==> config.mk <==
export PLATFORM = sky130hd
export DESIGN_NAME = thermal_overload_event_recorder
export DESIGN_NICKNAME = d
export VERILOG_FILES = /design/src/logic/sat_counter.v /design/src/logic/thermal_overload_event_recorder.v
export VERILOG_INCLUDE_DIRS = /design/src /design/src/logic
export SDC_FILE = /design/constraint.sdc
export NUM_CORES = 2
export LEC_CHECK = 0
export BUFFER_PORTS_ARGS = -buffer_cell sky130_fd_sc_hd__clkbuf_2
export CORE_MARGIN = 2
export CORE_UTILIZATION = 30
export DETAILED_ROUTE_END_ITERATION = 16
export SLEW_MARGIN = 10
export SYNTH_ARGS = -nofsm -noshare
export SYNTH_HDL_FRONTEND = slang
export SYNTH_SLANG_ARGS = --single-unit
==> constraint.sdc <==
create_clock -name i_clk_sys -period 18.2 [get_ports i_clk_sys]
set_input_delay 0.91 -clock i_clk_sys [delete_from_list [all_inputs] [get_ports i_clk_sys]]
set_output_delay 0.91 -clock i_clk_sys [all_outputs]
set_load 0.1 [all_outputs]
==> src/logic/thermal_event_defs.vh <==
// constants shared by the thermal overload event recorder
`ifndef THERMAL_EVENT_DEFS_VH
`define THERMAL_EVENT_DEFS_VH

// data widths
`define CAP_W 16
`define TS_W 48
`define CNT_W 32
`define DLY_W 22
`define TIME_W 32
`define SG_W 3
`define EV_W 4

// operation record store
`define REC_DEPTH 12
`define REC_IDX_W 4
`define REC_W 205

// event codes: even is ON, odd is OFF; status bit k gives 2k / 2k+1
`define EV_ALARM1_ON 4'h0
`define EV_ALARM1_OFF 4'h1
`define EV_ALARM2_ON 4'h2
`define EV_ALARM2_OFF 4'h3
`define EV_INHIBIT_ON 4'h4
`define EV_INHIBIT_OFF 4'h5
`define EV_TRIP_ON 4'h6
`define EV_TRIP_OFF 4'h7
`define EV_BLOCK_ON 4'h8
`define EV_BLOCK_OFF 4'h9
`define EV_COUNT 10
`define ST_COUNT 5

// event polarity select bits
`define EVSEL_ON_BIT 0
`define EVSEL_OFF_BIT 1
`define EVSEL_RESET 2'h3

// timing: one millisecond tick from the system clock
`define CLK_PERIOD_PS 4000
`define MS_PS 1000000000
`define MS_CYCLES (`MS_PS / `CLK_PERIOD_PS)

`endif

==> src/logic/sat_counter.v <==
// saturating event counter with synchronous clear
`timescale 1ns/100ps
`include "thermal_event_defs.vh"

module sat_counter #(
	parameter WIDTH = `CNT_W
) (
	// clock and reset
	input wire i_clk_sys,
	input wire i_reset,
	// control
	input wire i_inc,
	input wire i_clear,
	// value
	output reg [WIDTH-1:0] o_count
);

	// all ones means the count is pinned
	wire full = &o_count;

	// clear wins over increment: a clear command empties the count
	always @(posedge i_clk_sys or posedge i_reset) begin
		if (i_reset) begin
			o_count <= {WIDTH{1'b0}};
		end else if (i_clear) begin
			o_count <= {WIDTH{1'b0}};
		end else if (i_inc && !full) begin
			// stops at the top rather than wrapping back to zero
			o_count <= o_count + {{(WIDTH-1){1'b0}}, 1'b1};
		end
	end

endmodule

==> src/logic/thermal_overload_event_recorder.v <==
// thermal overload stage outputs, counters, events and fault records
//
// Operation
// - count first alarm activations
// - count second alarm activations
// - count restart inhibit activations
// - count stage trips
// - count trips prevented by blocking
// - counters saturate, cleared by command or reset
// - ON/OFF event per status edge, ten codes
// - event polarity filter: ON, OFF, both
// - time stamp taken at the transition
// - keep last twelve stamped operation records
// - record only on trip or block ON
// - record holds stamp, event and process data
// - release times per limit while cooling
// - two-state trip expectation flag
// - enabled alarm and inhibit outputs assert at capacity threshold, trip after its delay
// - block at pick-up gives blocked, not trip
`timescale 1ns/100ps
`include "thermal_event_defs.vh"

module thermal_overload_event_recorder #(
	parameter MS_CYCLES = `MS_CYCLES
) (
	// clock and reset
	input wire i_clk_sys,
	input wire i_reset,
	// thermal image values
	input wire [`CAP_W-1:0] i_capacity,
	input wire [`CAP_W-1:0] i_capacity_est,
	input wire i_cooling,
	input wire [`TIME_W-1:0] i_trip_rel_time,
	input wire [`TIME_W-1:0] i_alarm1_rel_time,
	input wire [`TIME_W-1:0] i_alarm2_rel_time,
	input wire [`TIME_W-1:0] i_inhibit_rel_time,
	input wire [`CAP_W-1:0] i_time_to_full,
	input wire [`CAP_W-1:0] i_ref_current,
	input wire [`CAP_W-1:0] i_meas_current,
	input wire [`CAP_W-1:0] i_max_temp_rise,
	input wire [`CAP_W-1:0] i_temp_rise,
	input wire [`CAP_W-1:0] i_hot_spot,
	input wire [`CAP_W-1:0] i_hot_spot_max,
	input wire [`SG_W-1:0] i_setting_group,
	// settings
	input wire i_alarm1_en,
	input wire i_alarm2_en,
	input wire i_inhibit_en,
	input wire i_trip_en,
	input wire [`CAP_W-1:0] i_alarm1_level,
	input wire [`CAP_W-1:0] i_alarm2_level,
	input wire [`CAP_W-1:0] i_inhibit_level,
	input wire [`CAP_W-1:0] i_trip_level,
	input wire [`DLY_W-1:0] i_trip_delay_ms,
	input wire [1:0] i_event_select,
	input wire i_count_clear,
	// blocking input and real-time stamp
	input wire i_block,
	input wire [`TS_W-1:0] i_timestamp,
	// stage outputs
	output reg o_alarm1,
	output reg o_alarm2,
	output reg o_inhibit,
	output reg o_trip,
	output reg o_blocked,
	output reg o_trip_expected,
	output reg [`DLY_W-1:0] o_trip_delay_rem,
	// release times during cooling
	output reg [`TIME_W-1:0] o_trip_rel_time,
	output reg [`TIME_W-1:0] o_alarm1_rel_time,
	output reg [`TIME_W-1:0] o_alarm2_rel_time,
	output reg [`TIME_W-1:0] o_inhibit_rel_time,
	// counters
	output wire [`CNT_W-1:0] o_first_alarm_count,
	output wire [`CNT_W-1:0] o_second_alarm_count,
	output wire [`CNT_W-1:0] o_inhibit_count,
	output wire [`CNT_W-1:0] o_trip_count,
	output wire [`CNT_W-1:0] o_blocked_count,
	// event stream to the shared event buffer
	output wire o_event_valid,
	input wire i_event_ready,
	output reg [`EV_W-1:0] o_event_code,
	output reg [`TS_W-1:0] o_event_time,
	// record read port
	input wire [`REC_IDX_W-1:0] i_rec_index,
	output reg [`REC_W-1:0] o_rec_data,
	output reg [`REC_IDX_W-1:0] o_rec_count
);

	// threshold compare per output (levels in the capacity's units)
	wire pick_a1 = i_alarm1_en && (i_capacity >= i_alarm1_level);
	wire pick_a2 = i_alarm2_en && (i_capacity >= i_alarm2_level);
	wire pick_inh = i_inhibit_en && (i_capacity >= i_inhibit_level);
	wire pick_trip = i_trip_en && (i_capacity >= i_trip_level);

	// millisecond tick divider
	reg [31:0] ms_div;
	wire ms_tick = (ms_div == MS_CYCLES - 1);

	always @(posedge i_clk_sys or posedge i_reset) begin
		if (i_reset) begin
			ms_div <= 32'h0;
		end else if (ms_tick) begin
			ms_div <= 32'h0;
		end else begin
			ms_div <= ms_div + 32'h1;
		end
	end

	// next state of the stage outputs
	reg next_trip;
	reg next_blocked;
	reg [`DLY_W-1:0] next_dly;

	always @* begin
		next_trip = 1'b0;
		next_blocked = 1'b0;
		next_dly = o_trip_delay_rem;
		if (!pick_trip) begin
			// pick-up gone: reload the delay for the next overload
			next_dly = i_trip_delay_ms;
		end else if (i_block) begin
			// blocked: no start, delay restarts once block lifts
			next_blocked = 1'b1;
			next_dly = i_trip_delay_ms;
		end else if (o_trip_delay_rem == {`DLY_W{1'b0}}) begin
			next_trip = 1'b1;
		end else if (ms_tick) begin
			next_dly = o_trip_delay_rem - {{(`DLY_W-1){1'b0}}, 1'b1};
		end
	end

	// status vector: bit order matches event code pairs
	wire [`ST_COUNT-1:0] cur_st = {o_blocked, o_trip, o_inhibit,
		o_alarm2, o_alarm1};
	wire [`ST_COUNT-1:0] next_st = {next_blocked, next_trip, pick_inh,
		pick_a2, pick_a1};
	wire [`ST_COUNT-1:0] st_rise = next_st & ~cur_st;
	wire [`ST_COUNT-1:0] st_fall = ~next_st & cur_st;

	// stage outputs and timing status registers
	always @(posedge i_clk_sys or posedge i_reset) begin
		if (i_reset) begin
			o_alarm1 <= 1'b0;
			o_alarm2 <= 1'b0;
			o_inhibit <= 1'b0;
			o_trip <= 1'b0;
			o_blocked <= 1'b0;
			o_trip_expected <= 1'b0;
			o_trip_delay_rem <= {`DLY_W{1'b0}};
			o_trip_rel_time <= {`TIME_W{1'b0}};
			o_alarm1_rel_time <= {`TIME_W{1'b0}};
			o_alarm2_rel_time <= {`TIME_W{1'b0}};
			o_inhibit_rel_time <= {`TIME_W{1'b0}};
		end else begin
			o_alarm1 <= pick_a1;
			o_alarm2 <= pick_a2;
			o_inhibit <= pick_inh;
			o_trip <= next_trip;
			o_blocked <= next_blocked;
			o_trip_delay_rem <= next_dly;
			// expectation uses the estimate with the present current
			o_trip_expected <= (i_capacity_est >= i_trip_level);
			// a time only means something while above its limit
			o_trip_rel_time <= (i_cooling &&
				i_capacity >= i_trip_level) ? i_trip_rel_time :
				{`TIME_W{1'b0}};
			o_alarm1_rel_time <= (i_cooling &&
				i_capacity >= i_alarm1_level) ? i_alarm1_rel_time :
				{`TIME_W{1'b0}};
			o_alarm2_rel_time <= (i_cooling &&
				i_capacity >= i_alarm2_level) ? i_alarm2_rel_time :
				{`TIME_W{1'b0}};
			o_inhibit_rel_time <= (i_cooling &&
				i_capacity >= i_inhibit_level) ? i_inhibit_rel_time :
				{`TIME_W{1'b0}};
		end
	end

	// activation counters, one per status bit
	wire [`ST_COUNT*`CNT_W-1:0] counts;
	genvar g;
	generate
		for (g = 0; g < `ST_COUNT; g = g + 1) begin : cnt
			sat_counter #(.WIDTH(`CNT_W)) u_cnt (
				.i_clk_sys(i_clk_sys),
				.i_reset(i_reset),
				.i_inc(st_rise[g]),
				.i_clear(i_count_clear),
				.o_count(counts[g*`CNT_W +: `CNT_W])
			);
		end
	endgenerate

	assign o_first_alarm_count = counts[0*`CNT_W +: `CNT_W];
	assign o_second_alarm_count = counts[1*`CNT_W +: `CNT_W];
	assign o_inhibit_count = counts[2*`CNT_W +: `CNT_W];
	assign o_trip_count = counts[3*`CNT_W +: `CNT_W];
	assign o_blocked_count = counts[4*`CNT_W +: `CNT_W];

	// raw event requests after the polarity filter
	reg [`EV_COUNT-1:0] ev_set;
	integer k_sel, k_pick, k_pend, k_ts;

	always @* begin
		ev_set = {`EV_COUNT{1'b0}};
		for (k_sel = 0; k_sel < `ST_COUNT; k_sel = k_sel + 1) begin
			ev_set[2*k_sel] = st_rise[k_sel] &&
				i_event_select[`EVSEL_ON_BIT];
			ev_set[2*k_sel+1] = st_fall[k_sel] &&
				i_event_select[`EVSEL_OFF_BIT];
		end
	end

	// one pending flag and stamp per code; bursts drain one per cycle
	reg [`EV_COUNT-1:0] ev_pend;
	reg [`TS_W-1:0] ev_ts [0:`EV_COUNT-1];
	reg out_valid;
	reg [`EV_W-1:0] pick_code;
	reg pick_any;

	// lowest pending code goes first
	always @* begin
		pick_code = {`EV_W{1'b0}};
		pick_any = 1'b0;
		for (k_pick = `EV_COUNT - 1; k_pick >= 0; k_pick = k_pick - 1) begin
			if (ev_pend[k_pick]) begin
				pick_code = k_pick[`EV_W-1:0];
				pick_any = 1'b1;
			end
		end
	end

	wire out_load = pick_any && (!out_valid || i_event_ready);
	assign o_event_valid = out_valid;

	// pending flags: a new edge in the cycle of the take wins
	always @(posedge i_clk_sys or posedge i_reset) begin
		if (i_reset) begin
			ev_pend <= {`EV_COUNT{1'b0}};
		end else begin
			for (k_pend = 0; k_pend < `EV_COUNT; k_pend = k_pend + 1) begin
				if (ev_set[k_pend]) begin
					ev_pend[k_pend] <= 1'b1;
				end else if (out_load && pick_code == k_pend) begin
					ev_pend[k_pend] <= 1'b0;
				end
			end
		end
	end

	// stamp taken on the edge that registers the new status
	always @(posedge i_clk_sys) begin
		for (k_ts = 0; k_ts < `EV_COUNT; k_ts = k_ts + 1) begin
			if (ev_set[k_ts]) begin
				ev_ts[k_ts] <= i_timestamp;
			end
		end
	end

	// event output holding register
	always @(posedge i_clk_sys or posedge i_reset) begin
		if (i_reset) begin
			out_valid <= 1'b0;
			o_event_code <= {`EV_W{1'b0}};
			o_event_time <= {`TS_W{1'b0}};
		end else if (out_load) begin
			out_valid <= 1'b1;
			o_event_code <= pick_code;
			o_event_time <= ev_ts[pick_code];
		end else if (i_event_ready) begin
			out_valid <= 1'b0;
		end
	end

	// operation record ring, written only on trip ON or block ON
	reg [`REC_W-1:0] rec_mem [0:`REC_DEPTH-1];
	reg [`REC_IDX_W-1:0] rec_wp;
	wire rec_take = st_rise[3] || st_rise[4];
	wire [`EV_W-1:0] rec_code = st_rise[4] ? `EV_BLOCK_ON : `EV_TRIP_ON;
	wire [`REC_W-1:0] rec_word = {i_timestamp, rec_code, i_time_to_full,
		i_ref_current, i_meas_current, i_capacity, i_max_temp_rise,
		i_temp_rise, i_hot_spot, i_hot_spot_max, next_dly,
		i_setting_group};

	// write pointer wraps, so the oldest slot is reused when full
	always @(posedge i_clk_sys or posedge i_reset) begin
		if (i_reset) begin
			rec_wp <= {`REC_IDX_W{1'b0}};
			o_rec_count <= {`REC_IDX_W{1'b0}};
		end else if (rec_take) begin
			if (rec_wp == `REC_DEPTH - 1) begin
				rec_wp <= {`REC_IDX_W{1'b0}};
			end else begin
				rec_wp <= rec_wp + 4'h1;
			end
			if (o_rec_count != `REC_DEPTH) begin
				o_rec_count <= o_rec_count + 4'h1;
			end
		end
	end

	// storage has no reset: slots past the count are never shown
	always @(posedge i_clk_sys) begin
		if (rec_take) begin
			rec_mem[rec_wp] <= rec_word;
		end
	end

	// index 0 is the newest record, counting back in time
	reg [`REC_IDX_W-1:0] rd_addr;

	always @* begin
		if (rec_wp > i_rec_index) begin
			rd_addr = rec_wp - i_rec_index - 4'h1;
		end else begin
			rd_addr = rec_wp + 4'hb - i_rec_index;
		end
	end

	// registered read, zero for an index with no record behind it
	always @(posedge i_clk_sys or posedge i_reset) begin
		if (i_reset) begin
			o_rec_data <= {`REC_W{1'b0}};
		end else if (i_rec_index < o_rec_count) begin
			o_rec_data <= rec_mem[rd_addr];
		end else begin
			o_rec_data <= {`REC_W{1'b0}};
		end
	end

endmodule

---- Word-level counts from Yosys, hierarchy flattened ----
Memories as Yosys holds them, arrays and structs flattened. A register that Yosys moved wholly into a read port is not among the register bits.
Index checks and enable logic that the tools add are counted.
storage, ports and cells
  logic and storage cells ................. 248
  output and inout bits ................... 578
  ROM bits ................................ 0
  RAM bits ................................ 2,940
  latch bits .............................. 0
  memories ................................ 2
  register bits after elaboration ......... 576
memories
  memory   words  width  read ports  clocked after memory_dff  wr ports  RTL line                               source
  rec_mem  12     205    1           0                         1         thermal_overload_event_recorder.v:277  reg [`REC_W-1:0] rec_mem [0:`REC_DEPTH-1];
  ev_ts    10     48     1           1                         5         thermal_overload_event_recorder.v:217  reg [`TS_W-1:0] ev_ts [0:`EV_COUNT-1];
cells by class
  eq/ne operators ......................... 12
  order comparisons ....................... 7
  reductions and logical operators ........ 71
  shifts and indexed selects .............. 0
  bitwise gates (word level) .............. 4
  multiply operators ...................... 0
  div/mod/pow operators ................... 0
  multiplexer cells ....................... 107
  add/sub/neg operators ................... 13
operator list
  operator                 number
  $mux W32                 15
  $mux W48                 5
  $reduce_or A48 Y1        5
  $mux W205                1
  $add A32 B1 Y32 const B  6
  $reduce_and A32 Y1       5
  $mux W22                 4
  $ge A16 B16 Y1           5
  $mux W4                  18
  $mux W1                  64
  $logic_and A1 B1 Y1      34
  $eq A32 B18 Y1 const B   1
  $reduce_bool A2 Y1       16
  $logic_not A22 Y1        1
  $sub A22 B1 Y22 const B  1
  $eq A4 B3 Y1 const B     4
  $eq A4 B4 Y1 const B     3
  $and A5 B5 Y5            2
  $not A5 Y5               2
  $add A4 B1 Y4 const B    2
  $eq A4 B2 Y1 const B     2
  $sub A4 B4 Y4            2
  $logic_not A1 Y1         6
  $add A4 B4 Y4 const B    1
  other kinds (8)          9

---- Depth between registers and ports, before layout ----
  depth in word-level cells ............... 14
  mapped depth ............................ 15
  depth with buffers taken out ............ 12

---- By module ----
A second synthesis with hierarchy kept.
unflattened totals
  cells, all modules ...................... 7,721
  area, all modules ....................... 133,982.2 um^2
by module, submodules not included
  module                           instances  area each (um^2)  seq. area each (um^2)  cells each
  thermal_overload_event_recorder  1          124,779.7         99,125.1               6,706
  sat_counter                      5          1,840.5           800.8                  203

---- Worst setup path after synthesis ----
OpenSTA, ideal clock, no wires.
  kind .................................... reg2reg
  start point ............................. register o_trip_delay_rem[4]
  end point ............................... memory rec_mem[3][0] (netlist bit) (enable)
  slack ................................... 0.691 ns
  clock period less this slack ............ 17.509 ns
  required time ........................... 17.185 ns
  arrival time ............................ 16.494 ns
  cell stages (with the launch flop) ...... 10
  cell sequence ........................... dfrtp_1 or4_4 or3_4 clkbuf_1 nor3_1 nor2_1 nor2_1 buf_2 nand2_1 nor3_1
between the ends
  cells in the longest elaborated chain, start to end .. 8
ends and longest elaborated chain
  element                        RTL line                               source
  start: declaration             thermal_overload_event_recorder.v:67   output reg [`DLY_W-1:0] o_trip_delay_rem,
  start signal: assignment       thermal_overload_event_recorder.v:150  o_trip_delay_rem <= {`DLY_W{1'b0}};
  start signal: assignment       thermal_overload_event_recorder.v:161  o_trip_delay_rem <= next_dly;
  $logic_not A22 Y1              thermal_overload_event_recorder.v:126  end else if (o_trip_delay_rem == {`DLY_W{1'b0}}) begin
  $mux W1                        thermal_overload_event_recorder.v:126
  $mux W1                        thermal_overload_event_recorder.v:122  end else if (i_block) begin
  $mux W1                        thermal_overload_event_recorder.v:119  if (!pick_trip) begin
  $and A5 B5 Y5                  thermal_overload_event_recorder.v:138  wire [`ST_COUNT-1:0] st_rise = next_st & ~cur_st;
  $logic_or A1 B1 Y1             thermal_overload_event_recorder.v:279  wire rec_take = st_rise[3] || st_rise[4];
  $mux W1                        thermal_overload_event_recorder.v:305  if (rec_take) begin
  $mux W1 (not written as such)  thermal_overload_event_recorder.v:306  rec_mem[rec_wp] <= rec_word;
  end: declaration               thermal_overload_event_recorder.v:277
No other way between the ends.

---- Worst setup path after layout ----
  start point ............................. register o_trip_delay_rem[2]
  end point ............................... memory rec_mem[0][82] (netlist bit) (enable)
The elaborated chain is that of the path after synthesis.

==> run metrics <==
post-route cell area=roughly 160000 um2; flop-to-flop setup slack=11550 ps; CP required=~19000 ps; Tcrit/Tclk final=0.365; largest net degree at the start of global routing=131; Routed WL=460 mm; TritonCTS clock tree=built; met3 usage=0.0331; GRT Max-Usage Layer=met2; Clock Sinks=3538; cell leakage power=56.5 nW; clk buf depth=4; max-slew violation count=0; ys flop type=edfxtp_1; DR vias/cell=~5.5; worst-path maximum fanout=48; Horiz. Die Dim=686 um; area delta synth->final=17.7%; syn_area_per_cell=15.2 um2; Yosys cell types=81; H-tree levels=5; EDFF count, synth=2916; vias=91200; wire per inst=27.7 um; Core ar.=464000 um2; Worst Skew=149 ps; height of the die=between 600 and 700 um; row count=250; clock latency on the worst-skew pair=between 900 and 1000 ps; relative slew slack=0.169; fmax=about 150 MHz; I/O pin count=1003; CP max stage delay=820 ps; nets=10600; met1 usage=0.248; initial antenna violation count=60; register bit total from synthesis=3538; layout cell share with drive strength beyond 1=0.199; vias in the first global route=88400; setup TNS=0 ps; GP Congestion=0.886; HPWL Detailed=282 mm; I/O Buffers=around 1000; Synth Warn #=0; maximum vdd drop=0.000372 V; Num CTS Buffers=377; crit end category=flip-flop; Setup CP Type=flip-flop to flip-flop; Antenna Nets Post-Route=0; post-synthesis instance area=between 100000 and 150000 um2; HP Class=primary input to flip-flop; unrepaired setup endpoints after global routing=no; critical path arrival=7180 ps; placed cell areas=152000 um2; Syn Inst Count=9181; register area=103000 um2; commonest non-fill, non-tap cell in the layout=edfxtp_1; Seq/Total Area, Yosys=0.739; min Tclk post-route=6650 ps; status=complete, no violations; Startpoint Class=flip-flop; grt met2 use=0.309; Initial Util=0.301; Setup Viol. Count Final=0; most frequent CP cell=buf_4; Fill cells=44200; Root Driver=clkbuf_16; drt pass-1 iters=11; Max Cap Viol=0; FFs w/ async S/R, synth=0.176; most frequent cells in the layout=edfxtp_1, o22ai_1, clkbuf_2; Synthesized Nets=9713; # Post-CTS Setup Buffers=0; worst-margin pin slew=around 1200 ps; total grt overflow=0; First DRT Iteration DRCs=9871; CTS clk-pin slew, worst paths=60 ps; Die ar.=471000 um2; final hold viol count=0; DRC=0; PwrDens=175 nW/um2; global-route usage over all layers=0.187; first-pass GRT wire length=around 650 mm; critical-path cell list=or4b_1 -> or4_1 -> nor3_1 -> nor2_1 -> buf_4 -> nor3_1 -> and3_4 -> buf_4 -> buf_4 -> buf_4; area occupied by multi-input gates=between 30000 and 40000 um2; Worst path slowest cell=buf_4
## cell type report
cell class / instances / area share
clock buffer: 506 / 0.0629
tap: 6174 / 0.0470
sequential: 3538 / 0.628
clock inverter: 189 / 0.0123
inverter: 103 / 0.00238
antenna: 17 / 0.000259
multi-input combinational: 4881 / 0.207
timing repair buffer: 1203 / 0.0405
## metrics by stage
stage / power (W) / setup slack [ps] / util / cells / hold slack (ps)
floorplan: 0.0173 / 691 / - / 9181 / 447
global placement: 0.0212 / 10970 / 0.328 / 15900 / 462
detailed placement: 0.0212 / 10900 / 0.328 / 15900 / 467
CTS: 0.0289 / 11510 / 0.354 / 16600 / 71.9
global route: 0.0298 / 11240 / 0.354 / 16600 / 115
finish: 0.0287 / 11550 / 0.354 / 16600 / 174
## Yosys cell counts (24+ instances only)
library cell / instances / area (um2)
dfrtp_1: 622 / 15600
nand4_1: 60 / 375
nor4_1: 246 / 1540
o21ai_0: 324 / 1620
ha_1: 104 / 1300
a31oi_1: 52 / 325
nand3_1: 328 / 1640
nand2_1: 431 / 1620
or3_1: 79 / 494
and3_1: 147 / 920
inv_1: 103 / 387
o211ai_1: 55 / 413
nor3_1: 253 / 1270
xnor2_1: 80 / 701
buf_1: 38 / 143
xor2_1: 43 / 377
nand2b_1: 26 / 163
o32ai_1: 203 / 1780
and2_1: 51 / 319
nor2_1: 398 / 1490
a221oi_1: 50 / 438
and4_1: 24 / 210
a21oi_1: 78 / 390
o31ai_1: 227 / 1700
clkbuf_1: 614 / 2300
o22a_1: 46 / 403
o22ai_1: 1009 / 6310
mux4_2: 204 / 4590
or4_1: 33 / 248
edfxtp_1: 2916 / 87600
mux2i_1: 104 / 1040
nor2b_1: 30 / 188
## routing by layer
layer / routed length (um) / up-vias
met5: 295 / -
met4: 16700 / 44
met3: 34500 / 791
met2: 221000 / 4212
met1: 187000 / 47300
li1: - / 38800
## logic make-up after synthesis
kind of cell	count (synthesis)	synth area share
xor+xnor	123	0.00772
mux	331	0.0422
simple gates	2168	0.0785
other cells	1	0.0000269
fa+ha+maj	107	0.00975
flops	3538	0.739
compound gates	2151	0.102
buf+inv	762	0.0206
## critical path: cells and delay by family, from the launching register on
family,cells,cell delay [ps]
buffers and inverters,4,2480
AND/OR/NAND/NOR,6,3050
flip-flops,1,470
## registers in the layout (all words and copies together), names as in the netlist, 4 cells and up
| name | flops |
|---|---|
| o_event_code | 4 |
| o_rec_count | 4 |
| ms_div | 32 |
| ev_pend | 10 |
| o_rec_data | 203 |
| rec_wp | 4 |
| o_alarm2_rel_time | 32 |
| cnt.u_cnt.o_count | 160 |
| ev_ts | 480 |
| o_inhibit_rel_time | 32 |
| o_trip_delay_rem | 22 |
| o_event_time | 48 |
| o_trip_rel_time | 32 |
| o_alarm1_rel_time | 32 |
| rec_mem | 2436 |
## path summary, 6_finish.rpt
kind | startpoint | endpoint | cells past startpoint
setup / recovery | o_trip_delay_rem[2]$_DFF_PP0_ | rec_mem[0][82]$_DFFE_PP_ | 10
hold / removal | i_inhibit_rel_time[25] | o_inhibit_rel_time[25]$_DFF_PP0_ | 2
setup reg to reg | o_trip_delay_rem[2]$_DFF_PP0_ | rec_mem[0][82]$_DFFE_PP_ | 10
hold reg to reg | ms_div[31]$_DFF_PP0_ | ms_div[31]$_DFF_PP0_ | 1
max in group asynchronous | i_reset | o_alarm2_rel_time[4]$_DFF_PP0_ | 7
min in group asynchronous | i_reset | o_event_time[40]$_DFFE_PP0P_ | 3
## repair_timing
item	CTS	global route
hold endpoints to repair	4	0
gates resized for setup	0	0
hold buffers	1	0
## power breakdown
part / total [W] / switching (W) / internal (W)
logic: 0.0115 / 0.00853 / 0.00295
clock network: 0.00767 / 0.00330 / 0.00437
registers: 0.00959 / 0.000314 / 0.00927
total: 0.0287 / 0.0121 / 0.0166
Power figures use the tool's default switching activity.
